**src/etb_pkg.sv**
```systemverilog
`default_nettype none
package etb_pkg;
    // Timebase: one tick per millisecond at a 4 ns clock
    localparam int CLK_PERIOD_PS = 4000;
    localparam int TICK_PERIOD_PS = 1000000000;
    localparam int MS_CYCLES = TICK_PERIOD_PS / CLK_PERIOD_PS;

    localparam int MS_CNT_W = 12;
    localparam int DEBOUNCE_MS = 5;
    localparam logic [MS_CNT_W-1:0] PULSE_MIN_MS = 12'h014;     // 20 ms
    localparam logic [MS_CNT_W-1:0] SAVE_HOLD_MS = 12'h7d0;     // 2000 ms
    localparam logic [MS_CNT_W-1:0] TEACH_SAMPLE_MS = 12'h1f4;  // 500 ms
    localparam logic [MS_CNT_W-1:0] LOCKOUT_MS = 12'h032;       // 50 ms
    localparam int BLINK_HALF_LOG2 = 7;
    localparam int LED_CNT_W = 10;
    localparam logic [LED_CNT_W-1:0] BLINK_LAST_MS = 10'h3ff;

    localparam int MAX_SENSORS = 16;
    localparam int COUNT_W = 5;

    typedef enum logic [3:0] {
        CMD_NONE = 4'h0,
        CMD_TEACH_FULL = 4'h1,
        CMD_TEACH_LIM_MINUS = 4'h2,
        CMD_TEACH_LIM_PLUS = 4'h3,
        CMD_TEACH_TWO_LEVEL = 4'h4,
        CMD_LOCK_ON = 4'h5,
        CMD_LOCK_OFF = 4'h6,
        CMD_BANK_LOAD = 4'h7,
        CMD_BANK_SAVE = 4'h8
    } etb_cmd_t;

    // Teach table index is {held past 500 ms, select_line_b, select_line_a}
    typedef etb_cmd_t [7:0] etb_map_t;
    localparam etb_map_t DEF_TEACH_MAP = '{
        CMD_TEACH_TWO_LEVEL, CMD_TEACH_LIM_PLUS, CMD_TEACH_LIM_MINUS, CMD_TEACH_FULL,
        CMD_TEACH_TWO_LEVEL, CMD_LOCK_OFF, CMD_LOCK_ON, CMD_NONE
    };

    typedef enum logic [1:0] {
        SHIFT_NONE = 2'h0,
        SHIFT_BELOW = 2'h1,
        SHIFT_ABOVE = 2'h2
    } etb_shift_t;

    typedef struct packed {
        logic valid;
        etb_cmd_t cmd;
        logic [1:0] bank;
        logic level;
        etb_shift_t shift;
    } etb_cmd_pkt_t;

    typedef struct packed {
        logic mode;
        logic sel_b;
        logic sel_a;
        logic timing;
    } etb_in_t;

    typedef enum logic [1:0] {
        ST_IDLE = 2'b00,
        ST_HOLD = 2'b01,
        ST_LOCK = 2'b11,
        ST_RELEASE = 2'b10
    } etb_state_t;

    typedef enum logic [1:0] {
        LED_OFF = 2'b00,
        LED_BLINK = 2'b01,
        LED_ON = 2'b11
    } etb_led_t;

    // One bit per attached amplifier; counts above 16 saturate
    function automatic logic [MAX_SENSORS-1:0] dest_mask(input logic [COUNT_W-1:0] n);
        logic [MAX_SENSORS:0] m;
        m = ((MAX_SENSORS + 1)'(1) << n) - (MAX_SENSORS + 1)'(1);
        return m[MAX_SENSORS-1:0];
    endfunction : dest_mask

    function automatic etb_shift_t shift_of(input etb_cmd_t c);
        case (c)
            CMD_TEACH_LIM_MINUS: return SHIFT_BELOW;
            CMD_TEACH_LIM_PLUS: return SHIFT_ABOVE;
            default: return SHIFT_NONE;
        endcase
    endfunction : shift_of
endpackage : etb_pkg
`default_nettype wire

```
**src/etb_ms_tick.sv**
```systemverilog
`timescale 1ns/1ps
`default_nettype none
module etb_ms_tick #(
    parameter int CYC_PER_MS = etb_pkg::MS_CYCLES
) (
    input wire logic mclk_i,
    input wire logic sys_rst_i,
    output logic tick_o
);
    localparam int CW = $clog2(CYC_PER_MS);

    if (CYC_PER_MS < 2) begin : g_bad_cycles
        $error("etb_ms_tick: CYC_PER_MS must be at least 2");
    end

    logic [CW-1:0] cnt_ff;
    logic [CW-1:0] nxt_cnt;
    logic tick_ff;
    logic nxt_tick;

    always_comb begin
        nxt_tick = (cnt_ff == CW'(CYC_PER_MS - 1));
        nxt_cnt = nxt_tick ? '0 : cnt_ff + 1'b1;
    end

    always_ff @(posedge mclk_i) begin
        if (sys_rst_i) begin
            cnt_ff <= '0;
            tick_ff <= 1'b0;
        end else begin
            cnt_ff <= nxt_cnt;
            tick_ff <= nxt_tick;
        end
    end

    assign tick_o = tick_ff;
endmodule : etb_ms_tick
`default_nettype wire

```
**src/etb_debounce.sv**
```systemverilog
`timescale 1ns/1ps
`default_nettype none
module etb_debounce #(
    parameter int WIDTH = 4,
    parameter int STABLE_MS = etb_pkg::DEBOUNCE_MS
) (
    input wire logic mclk_i,
    input wire logic sys_rst_i,
    input wire logic tick_i,
    input wire logic [WIDTH-1:0] d_i,
    output logic [WIDTH-1:0] q_o
);
    localparam int CW = $clog2(STABLE_MS + 1);

    if (WIDTH < 1 || STABLE_MS < 1) begin : g_bad_params
        $error("etb_debounce: WIDTH and STABLE_MS must be at least 1");
    end

    logic [WIDTH-1:0] meta_ff;
    logic [WIDTH-1:0] sync_ff;
    logic [WIDTH-1:0] q_ff;
    logic [WIDTH-1:0] nxt_q;
    logic [WIDTH-1:0][CW-1:0] cnt_ff;
    logic [WIDTH-1:0][CW-1:0] nxt_cnt;

    // A bit follows its input only after it has differed for STABLE_MS ticks
    always_comb begin
        nxt_q = q_ff;
        nxt_cnt = cnt_ff;
        for (int i = 0; i < WIDTH; i++) begin
            if (sync_ff[i] == q_ff[i]) begin
                nxt_cnt[i] = '0;
            end else if (tick_i) begin
                if (cnt_ff[i] == CW'(STABLE_MS - 1)) begin
                    nxt_q[i] = sync_ff[i];
                    nxt_cnt[i] = '0;
                end else begin
                    nxt_cnt[i] = cnt_ff[i] + 1'b1;
                end
            end
        end
    end

    always_ff @(posedge mclk_i) begin
        if (sys_rst_i) begin
            meta_ff <= '0;
            sync_ff <= '0;
            q_ff <= '0;
            cnt_ff <= '0;
        end else begin
            meta_ff <= d_i;
            sync_ff <= meta_ff;
            q_ff <= nxt_q;
            cnt_ff <= nxt_cnt;
        end
    end

    assign q_o = q_ff;
endmodule : etb_debounce
`default_nettype wire

```
**src/etb_decoder.sv**
```systemverilog
`timescale 1ns/1ps
`default_nettype none
// How it works
// - Mode wire level picks teach/key-lock commands or data bank commands.
// - Sinking variant: mode high or open means bank, low means teaching.
// - Select lines give the operation; timing line gives moment and duration.
// - Bank mode: timing pulse from 20 ms to under 2 s loads the bank.
// - Bank mode: timing held 2 s or more saves the bank.
// - Full-auto and limit teaching need at least 0.5 s hold; sampling starts after 0.5 s.
// - Two-level teach: two pulses of 20 ms to under 2 s, one per level.
// - After each accepted operation, commands are ignored for about 50 ms.
// - Sourcing variant inverts every input including the mode wire.
// - Teaching set has full-auto, limit minus, limit plus and two-level.
// - Teaching set also switches the sensors' key lock on and off.
// - Bank commands address one of three channels, all sensors at once.
// - Each command is broadcast to up to 16 attached amplifiers.
// - Indicator blinks then steady after save/full-auto; steady after every other command.
// - Limit minus puts threshold below measured light by the shift amount.
// - Limit plus puts threshold above measured light by the shift amount.
module etb_decoder #(
    parameter int MS_CYCLES = etb_pkg::MS_CYCLES
) (
    input wire logic mclk_i,
    input wire logic sys_rst_i,
    input wire logic mode_line_i,
    input wire logic select_line_a_i,
    input wire logic select_line_b_i,
    input wire logic timing_line_i,
    input wire logic sourcing_variant_i,
    input wire logic [etb_pkg::COUNT_W-1:0] sensor_count_i,
    input wire etb_pkg::etb_map_t teach_map_i,
    output var etb_pkg::etb_cmd_pkt_t cmd_o,
    output logic [etb_pkg::MAX_SENSORS-1:0] cmd_dest_o,
    output logic sampling_o,
    output logic tx_led_o,
    output logic key_lock_o,
    output logic bank_mode_o,
    output logic busy_o
);
    etb_pkg::etb_in_t raw_in;
    etb_pkg::etb_in_t clean_in;
    logic tick;

    // Polarity is undone before synchronising so both variants share one path
    assign raw_in = {mode_line_i, select_line_b_i, select_line_a_i, timing_line_i}
        ^ {4{sourcing_variant_i}};

    etb_ms_tick #(
        .CYC_PER_MS(MS_CYCLES)
    ) u_tick (
        .mclk_i(mclk_i),
        .sys_rst_i(sys_rst_i),
        .tick_o(tick)
    );

    etb_debounce #(
        .WIDTH(4),
        .STABLE_MS(etb_pkg::DEBOUNCE_MS)
    ) u_debounce (
        .mclk_i(mclk_i),
        .sys_rst_i(sys_rst_i),
        .tick_i(tick),
        .d_i(raw_in),
        .q_o(clean_in)
    );

    etb_pkg::etb_state_t state_ff;
    etb_pkg::etb_state_t nxt_state;
    logic [etb_pkg::MS_CNT_W-1:0] ms_ff;
    logic [etb_pkg::MS_CNT_W-1:0] nxt_ms;
    logic mode_ff;
    logic nxt_mode;
    logic sampling_ff;
    logic nxt_sampling;
    logic level_ff;
    logic nxt_level;
    logic key_lock_ff;
    logic nxt_key_lock;
    logic bank_mode_ff;
    logic busy_ff;
    etb_pkg::etb_cmd_pkt_t cmd_ff;
    etb_pkg::etb_cmd_pkt_t nxt_cmd;
    logic [etb_pkg::MAX_SENSORS-1:0] dest_ff;
    logic [etb_pkg::MAX_SENSORS-1:0] nxt_dest;
    etb_pkg::etb_cmd_t issue;
    etb_pkg::etb_cmd_t pick;
    logic [2:0] idx;
    logic [1:0] sel;

    // Operation decoder and pulse timer
    always_comb begin
        nxt_state = state_ff;
        nxt_ms = ms_ff;
        nxt_mode = mode_ff;
        nxt_sampling = sampling_ff;
        nxt_level = level_ff;
        nxt_key_lock = key_lock_ff;
        nxt_dest = dest_ff;
        nxt_cmd = '0;
        issue = etb_pkg::CMD_NONE;
        sel = {clean_in.sel_b, clean_in.sel_a};
        idx = {ms_ff >= etb_pkg::TEACH_SAMPLE_MS, sel};
        pick = teach_map_i[idx];
        if (tick && ms_ff != etb_pkg::SAVE_HOLD_MS) begin
            nxt_ms = ms_ff + 1'b1;
        end
        case (state_ff)
            etb_pkg::ST_IDLE: begin
                nxt_ms = '0;
                if (clean_in.timing) begin
                    nxt_state = etb_pkg::ST_HOLD;
                    nxt_mode = clean_in.mode;
                end
            end
            etb_pkg::ST_HOLD: begin
                if (!clean_in.timing) begin
                    nxt_state = etb_pkg::ST_IDLE;
                    nxt_sampling = 1'b0;
                    if (ms_ff >= etb_pkg::PULSE_MIN_MS) begin
                        if (mode_ff) begin
                            if (ms_ff < etb_pkg::SAVE_HOLD_MS && sel != 2'h0) begin
                                issue = etb_pkg::CMD_BANK_LOAD;
                            end
                        end else if (!(pick == etb_pkg::CMD_TEACH_TWO_LEVEL
                                && ms_ff >= etb_pkg::SAVE_HOLD_MS)) begin
                            issue = pick;
                        end
                    end
                end else if (mode_ff) begin
                    if (tick && ms_ff == etb_pkg::SAVE_HOLD_MS - 1'b1 && sel != 2'h0) begin
                        issue = etb_pkg::CMD_BANK_SAVE;
                    end
                end else if (tick && ms_ff == etb_pkg::TEACH_SAMPLE_MS - 1'b1) begin
                    nxt_sampling = 1'b1;
                end
                if (issue != etb_pkg::CMD_NONE) begin
                    nxt_state = etb_pkg::ST_LOCK;
                    nxt_ms = '0;
                    nxt_sampling = 1'b0;
                end
            end
            etb_pkg::ST_LOCK: begin
                // Timing line is ignored until the lockout has fully run
                if (tick && ms_ff == etb_pkg::LOCKOUT_MS) begin
                    nxt_state = etb_pkg::ST_RELEASE;
                end
            end
            etb_pkg::ST_RELEASE: begin
                if (!clean_in.timing) begin
                    nxt_state = etb_pkg::ST_IDLE;
                end
            end
            default: begin
                nxt_state = etb_pkg::ST_IDLE;
            end
        endcase
        if (issue != etb_pkg::CMD_NONE) begin
            nxt_cmd.valid = 1'b1;
            nxt_cmd.cmd = issue;
            nxt_cmd.bank = mode_ff ? sel : 2'h0;
            nxt_cmd.shift = etb_pkg::shift_of(issue);
            nxt_cmd.level = (issue == etb_pkg::CMD_TEACH_TWO_LEVEL) ? level_ff : 1'b0;
            nxt_level = (issue == etb_pkg::CMD_TEACH_TWO_LEVEL) ? !level_ff : 1'b0;
            nxt_dest = etb_pkg::dest_mask(sensor_count_i);
            if (issue == etb_pkg::CMD_LOCK_ON) begin
                nxt_key_lock = 1'b1;
            end else if (issue == etb_pkg::CMD_LOCK_OFF) begin
                nxt_key_lock = 1'b0;
            end
        end
    end

    always_ff @(posedge mclk_i) begin
        if (sys_rst_i) begin
            state_ff <= etb_pkg::ST_IDLE;
            ms_ff <= '0;
            mode_ff <= 1'b0;
            sampling_ff <= 1'b0;
            level_ff <= 1'b0;
            key_lock_ff <= 1'b0;
            bank_mode_ff <= 1'b0;
            busy_ff <= 1'b0;
            cmd_ff <= '0;
            dest_ff <= '0;
        end else begin
            state_ff <= nxt_state;
            ms_ff <= nxt_ms;
            mode_ff <= nxt_mode;
            sampling_ff <= nxt_sampling;
            level_ff <= nxt_level;
            key_lock_ff <= nxt_key_lock;
            bank_mode_ff <= clean_in.mode;
            busy_ff <= (nxt_state == etb_pkg::ST_LOCK);
            cmd_ff <= nxt_cmd;
            dest_ff <= nxt_dest;
        end
    end

    etb_pkg::etb_led_t led_st_ff;
    etb_pkg::etb_led_t nxt_led_st;
    logic [etb_pkg::LED_CNT_W-1:0] led_ms_ff;
    logic [etb_pkg::LED_CNT_W-1:0] nxt_led_ms;
    logic led_ff;
    logic nxt_led;

    // Transmission indicator
    always_comb begin
        nxt_led_st = led_st_ff;
        nxt_led_ms = led_ms_ff;
        nxt_led = led_ff;
        case (led_st_ff)
            etb_pkg::LED_OFF: begin
                nxt_led = 1'b0;
            end
            etb_pkg::LED_BLINK: begin
                if (tick) begin
                    nxt_led_ms = led_ms_ff + 1'b1;
                    nxt_led = !nxt_led_ms[etb_pkg::BLINK_HALF_LOG2];
                    if (led_ms_ff == etb_pkg::BLINK_LAST_MS) begin
                        nxt_led_st = etb_pkg::LED_ON;
                        nxt_led = 1'b1;
                    end
                end
            end
            etb_pkg::LED_ON: begin
                nxt_led = 1'b1;
            end
            default: begin
                nxt_led_st = etb_pkg::LED_OFF;
                nxt_led = 1'b0;
            end
        endcase
        if (state_ff == etb_pkg::ST_IDLE && clean_in.timing) begin
            nxt_led_st = etb_pkg::LED_OFF;
            nxt_led = 1'b0;
        end
        if (nxt_cmd.valid) begin
            nxt_led_ms = '0;
            nxt_led = 1'b1;
            if (issue == etb_pkg::CMD_BANK_SAVE || issue == etb_pkg::CMD_TEACH_FULL) begin
                nxt_led_st = etb_pkg::LED_BLINK;
            end else begin
                nxt_led_st = etb_pkg::LED_ON;
            end
        end
    end

    always_ff @(posedge mclk_i) begin
        if (sys_rst_i) begin
            led_st_ff <= etb_pkg::LED_OFF;
            led_ms_ff <= '0;
            led_ff <= 1'b0;
        end else begin
            led_st_ff <= nxt_led_st;
            led_ms_ff <= nxt_led_ms;
            led_ff <= nxt_led;
        end
    end

    assign cmd_o = cmd_ff;
    assign cmd_dest_o = dest_ff;
    assign sampling_o = sampling_ff;
    assign tx_led_o = led_ff;
    assign key_lock_o = key_lock_ff;
    assign bank_mode_o = bank_mode_ff;
    assign busy_o = busy_ff;
endmodule : etb_decoder
`default_nettype wire

```
**config.mk**
```make
export PLATFORM = sky130hd
export DESIGN_NAME = etb_decoder
export DESIGN_NICKNAME = d
export VERILOG_FILES = /design/src/etb_pkg.sv /design/src/etb_ms_tick.sv /design/src/etb_debounce.sv /design/src/etb_decoder.sv
export SDC_FILE = /design/constraint.sdc
export NUM_CORES = 1
export LEC_CHECK = 0
export BUFFER_PORTS_ARGS = -buffer_cell sky130_fd_sc_hd__buf_2
export CAP_MARGIN = 20
export CORE_MARGIN = 1
export CORE_UTILIZATION = 50
export CTS_BUF_LIST = sky130_fd_sc_hd__clkbuf_4
export CTS_CLUSTER_SIZE = 10
export DETAILED_ROUTE_END_ITERATION = 6
export PLACE_DENSITY = 0.76
export SYNTH_ARGS = -nofsm -noshare
export SYNTH_HDL_FRONTEND = slang
export SYNTH_SLANG_ARGS = --single-unit
```
**constraint.sdc**
```tcl
create_clock -name mclk_i -period 4.8 [get_ports mclk_i]
set_input_delay 0.96 -clock mclk_i [delete_from_list [all_inputs] [get_ports mclk_i]]
set_output_delay 0.96 -clock mclk_i [all_outputs]
set_load 0.01 [all_outputs]
```
==> qor.json <==
{
  "floorplan.die_area_um2": 10700,
  "grt_first_pass_wirelength_mm": 18.36,
  "cts_tree": "yes",
  "r2r_start": "u_debounce.q_o[1]$_SDFFE_PP0P_",
  "met3_length_um": 332,
  "cp_slowest_cell": "sky130_fd_sc_hd__dfxtp_1",
  "ys_seq_area_frac": 0.3969,
  "p_per_area_nw_per_um2": 256.0,
  "final.period_utilization": 0.6684,
  "die_width_um": 103.4,
  "final_cell_mix": "sky130_fd_sc_hd__dfxtp_1, sky130_fd_sc_hd__nor2_1, sky130_fd_sc_hd__buf_2, sky130_fd_sc_hd__nand2_1, sky130_fd_sc_hd__a21oi_1",
  "library_cell_with_the_largest_summed_area_after_synthesis": "sky130_fd_sc_hd__dfxtp_1",
  "cts-root-buf": "sky130_fd_sc_hd__clkbuf_4",
  "worstPathCellList": "mux4_2, o311a_1, a211oi_1, a41oi_2, a211oi_4, nor2_4, a2111oi_2",
  "ioPinCount": 75,
  "slew_headroom": 0.3628,
  "place_congestion": 0.9045,
  "fmax_mhz": 311.7,
  "fp-row-count": 36,
  "antenna_left": 0,
  "grt.total_usage": 0.2176,
  "vdd_drop_max_mv": 0.1531,
  "postSynthNetCount": 637,
  "cts.clk_slew.worst_paths_ns": 0.15,
  "end_kind": "register",
  "yosysWarnings": 0,
  "grt_remaining_overflow": 0,
  "chipHeight_um": 103.4,
  "postSynth.topFlopCell": "sky130_fd_sc_hd__dfxtp_1",
  "worstPathBufferInverterCount": 0,
  "final.min_clock_period_ns": 3.208,
  "setup-tns-final_ns": 0,
  "avgSynthCellArea_um2": 8.917,
  "clockBufferDepth": 2,
  "initialDrtViolationCount": 198,
  "cts_hold_repair.buffers": 0,
  "timing.reg2reg.worst_path_depth": 7,
  "dr.max_layer_used": "met4",
  "startpoint_type": "register",
  "dp.cells": 756,
  "nNetsFinal": 694,
  "rsz0062_at_grt": "false",
  "met2WireLength_mm": 5.234,
  "post_synth_num_cell_types": 70,
  "vias_per_cell": 5.538,
  "whs_path_depth": 1,
  "hold-path-endpoint": "u_debounce.sync_ff[2]$_SDFF_PP0_",
  "worst_path_largest_cell_delay_ns": 0.83,
  "pin_count_of_the_biggest_net_entering_global_routing": 53,
  "finish.utilization": 0.5780,
  "wire_per_inst_um": 14.11,
  "synthDominantCellAreaShare": 0.3969,
  "path_max_fanout": 28,
  "drive_gt1_frac": 0.2019,
  "synth_top_cells_by_area": "sky130_fd_sc_hd__dfxtp_1, sky130_fd_sc_hd__nor2_1, sky130_fd_sc_hd__xor2_1",
  "place.detailed.hpwl_mm": 7.669,
  "h-tree-depth": 3,
  "first_global_vias": 4068,
  "insertion_delay_ns": 0.45,
  "cts_post_setup_buffers_inserted": 0,
  "number_of_buffers_inserted_by_port_buffering": 74,
  "yosys_register_bits": 102,
  "setup_viol": 0,
  "tightest_slew_ns": 0.9495,
  "leakage_uw": 0.002107,
  "antenna_found_initial": 0,
  "hold_slack_ns": 0.4542,
  "timing.setup.critical_path_class": "register to register",
  "start_util": 0.5216,
  "cap_violations": 0,
  "cts-resized-gates": 0,
  "hold_path_startpoint": "u_debounce.meta_ff[2]$_SDFF_PP0_",
  "synth_edf_count": 0,
  "antennaDiodeCount": 0,
  "r2r_slack_ns": 1.59,
  "design.core.area_um2": 9864,
  "result_of_the_run": "complete, no violations",
  "layout.cells.most_common": "sky130_fd_sc_hd__dfxtp_1",
  "syn-cell-area_um2": 5145,
  "cts_buffers": 9,
  "layout.cells.non_filler": 772,
  "vias": 4275,
  "instance_count_of_the_mapped_netlist": 577,
  "finalWirelength_mm": 10.89,
  "worstHoldPathType": "register to register",
  "area_delta_synth_final_pct": 10.82,
  "worst_ep_arrival_time_ns": 3.56,
  "drv_slew": 0,
  "route.layer.met1.wl_mm": 5.137,
  "tritoncts_num_sinks": 102,
  "dr.pass1.iters": 4,
  "hold_violations": 0,
  "required_time_worst_endpoint_ns": 5.15,
  "remaining_drc_errors": 0,
  "crit_family": "compound AO/OA/AOI/OAI gates",
  "max_clock_skew_ns": 0.01640,
  "synthArstFlopShare": 0,
  "rr_endpoint": "sampling_o$_SDFFE_PP0P_"
}
-- Yosys cell counts, types with 4 or more instances --
| cell | count |
|---|---|
| sky130_fd_sc_hd__o21ai_1 | 4 |
| sky130_fd_sc_hd__ha_1 | 16 |
| sky130_fd_sc_hd__clkbuf_1 | 20 |
| sky130_fd_sc_hd__a311oi_1 | 4 |
| sky130_fd_sc_hd__nor4_1 | 4 |
| sky130_fd_sc_hd__and3_1 | 7 |
| sky130_fd_sc_hd__and2_1 | 4 |
| sky130_fd_sc_hd__mux4_2 | 8 |
| sky130_fd_sc_hd__or3_1 | 5 |
| sky130_fd_sc_hd__nor3_1 | 24 |
| sky130_fd_sc_hd__nand2_1 | 43 |
| sky130_fd_sc_hd__and4_1 | 5 |
| sky130_fd_sc_hd__xor2_1 | 26 |
| sky130_fd_sc_hd__inv_1 | 22 |
| sky130_fd_sc_hd__a211oi_2 | 7 |
| sky130_fd_sc_hd__mux2i_1 | 14 |
| sky130_fd_sc_hd__a21oi_1 | 36 |
| sky130_fd_sc_hd__o21ai_0 | 23 |
| sky130_fd_sc_hd__nand3_1 | 21 |
| sky130_fd_sc_hd__xnor2_1 | 17 |
| sky130_fd_sc_hd__nor2_1 | 80 |
| sky130_fd_sc_hd__nand4_1 | 12 |
| sky130_fd_sc_hd__buf_2 | 4 |
| sky130_fd_sc_hd__dfxtp_1 | 102 |
| sky130_fd_sc_hd__nor2b_1 | 7 |
-- metal layers --
metal,up-vias,global-route usage
li1,2156,-
met1,2026,0.2833
met2,77,0.3632
met3,16,0.03226
met4,0,0.08667
met5,-,0
-- flip-flops by register name (all words and copies together), names as in the netlist --
| signal | cells |
|---|---|
| sampling_o | 1 |
| u_debounce.sync_ff | 4 |
| led_ms_ff | 10 |
| u_debounce.cnt_ff | 12 |
| level_ff | 1 |
| u_debounce.meta_ff | 4 |
| cmd_dest_o | 16 |
| busy_o | 1 |
| u_tick.cnt_ff | 18 |
| led_st_ff | 2 |
| state_ff | 2 |
| key_lock_o | 1 |
| tx_led_o | 1 |
| u_tick.tick_o | 1 |
| ms_ff | 12 |
| u_debounce.q_o | 4 |
| mode_ff | 1 |
| bank_mode_o | 1 |
| cmd_o | 10 |
-- final cells by class --
class | count | area, um2
Clock buffer | 10 | 75.07
Clock inverter | 6 | 70.07
Fill cell | 899 | 4163
Inverter | 22 | 82.58
Multi-Input combinational cell | 422 | 2873
Sequential cell | 102 | 2042
Tap cell | 133 | 166.4
Timing Repair Buffer | 77 | 392.9
-- how the worst max path moves through the flow --
stage / cells past startpoint / endpoint / startpoint / slack (ns)
4_1_cts: 7 / sampling_o$_SDFFE_PP0P_ / u_debounce.q_o[1]$_SDFFE_PP0P_ / 1.58
2_1_floorplan: 8 / cmd_dest_o[8]$_SDFFE_PP0P_ / sensor_count_i[4] / 1.85
3_5_place_dp: 8 / cmd_dest_o[8]$_SDFFE_PP0P_ / sensor_count_i[2] / 1.48
6_report: 7 / sampling_o$_SDFFE_PP0P_ / u_debounce.q_o[1]$_SDFFE_PP0P_ / 1.59
5_1_grt: 6 / sampling_o$_SDFFE_PP0P_ / u_debounce.q_o[1]$_SDFFE_PP0P_ / 1.33
3_3_place_gp: 8 / sampling_o$_SDFFE_PP0P_ / teach_map_i[14] / 1.57
-- metrics by stage --
step	cell area [um2]	worst slack (ns)	power [uW]
2_1_floorplan	5145	1.851	978.6
3_3_place_gp	5557	1.570	1012
5_1_grt	5702	1.333	1520
4_1_cts	5702	1.578	1468
6_report	5702	1.592	1460
3_5_place_dp	5557	1.484	1018
-- worst register-to-register path: stages, from the launching register on --
cell and delay, ns:
sky130_fd_sc_hd__dfxtp_1 0.83, sky130_fd_sc_hd__mux4_2 0.59, sky130_fd_sc_hd__o311a_1 0.13, sky130_fd_sc_hd__a211oi_1 0.39
sky130_fd_sc_hd__a41oi_2 0.13, sky130_fd_sc_hd__a211oi_4 0.44, sky130_fd_sc_hd__nor2_4 0.23, sky130_fd_sc_hd__a2111oi_2 0.37
-- logic make-up after synthesis --
group,Yosys count,synth area share
AND/OR/NAND/NOR,226,0.2121
XOR/XNOR,43,0.07320
multiplexers,24,0.06882
adder cells (fa/ha/maj),16,0.03891
buffers and inverters,53,0.04475
flip-flops,102,0.3969
AO/OA/AOI/OAI,113,0.1654
-- report_power, final --
group	total [uW]	switching, uW	leakage (uW)	internal [uW]
sequential	873	10.4	0.000824	862
combinational	128	70.9	0.00121	56.8
clock	459	292	0.0000692	168
Note: power is estimated with default switching activity, not from simulation.
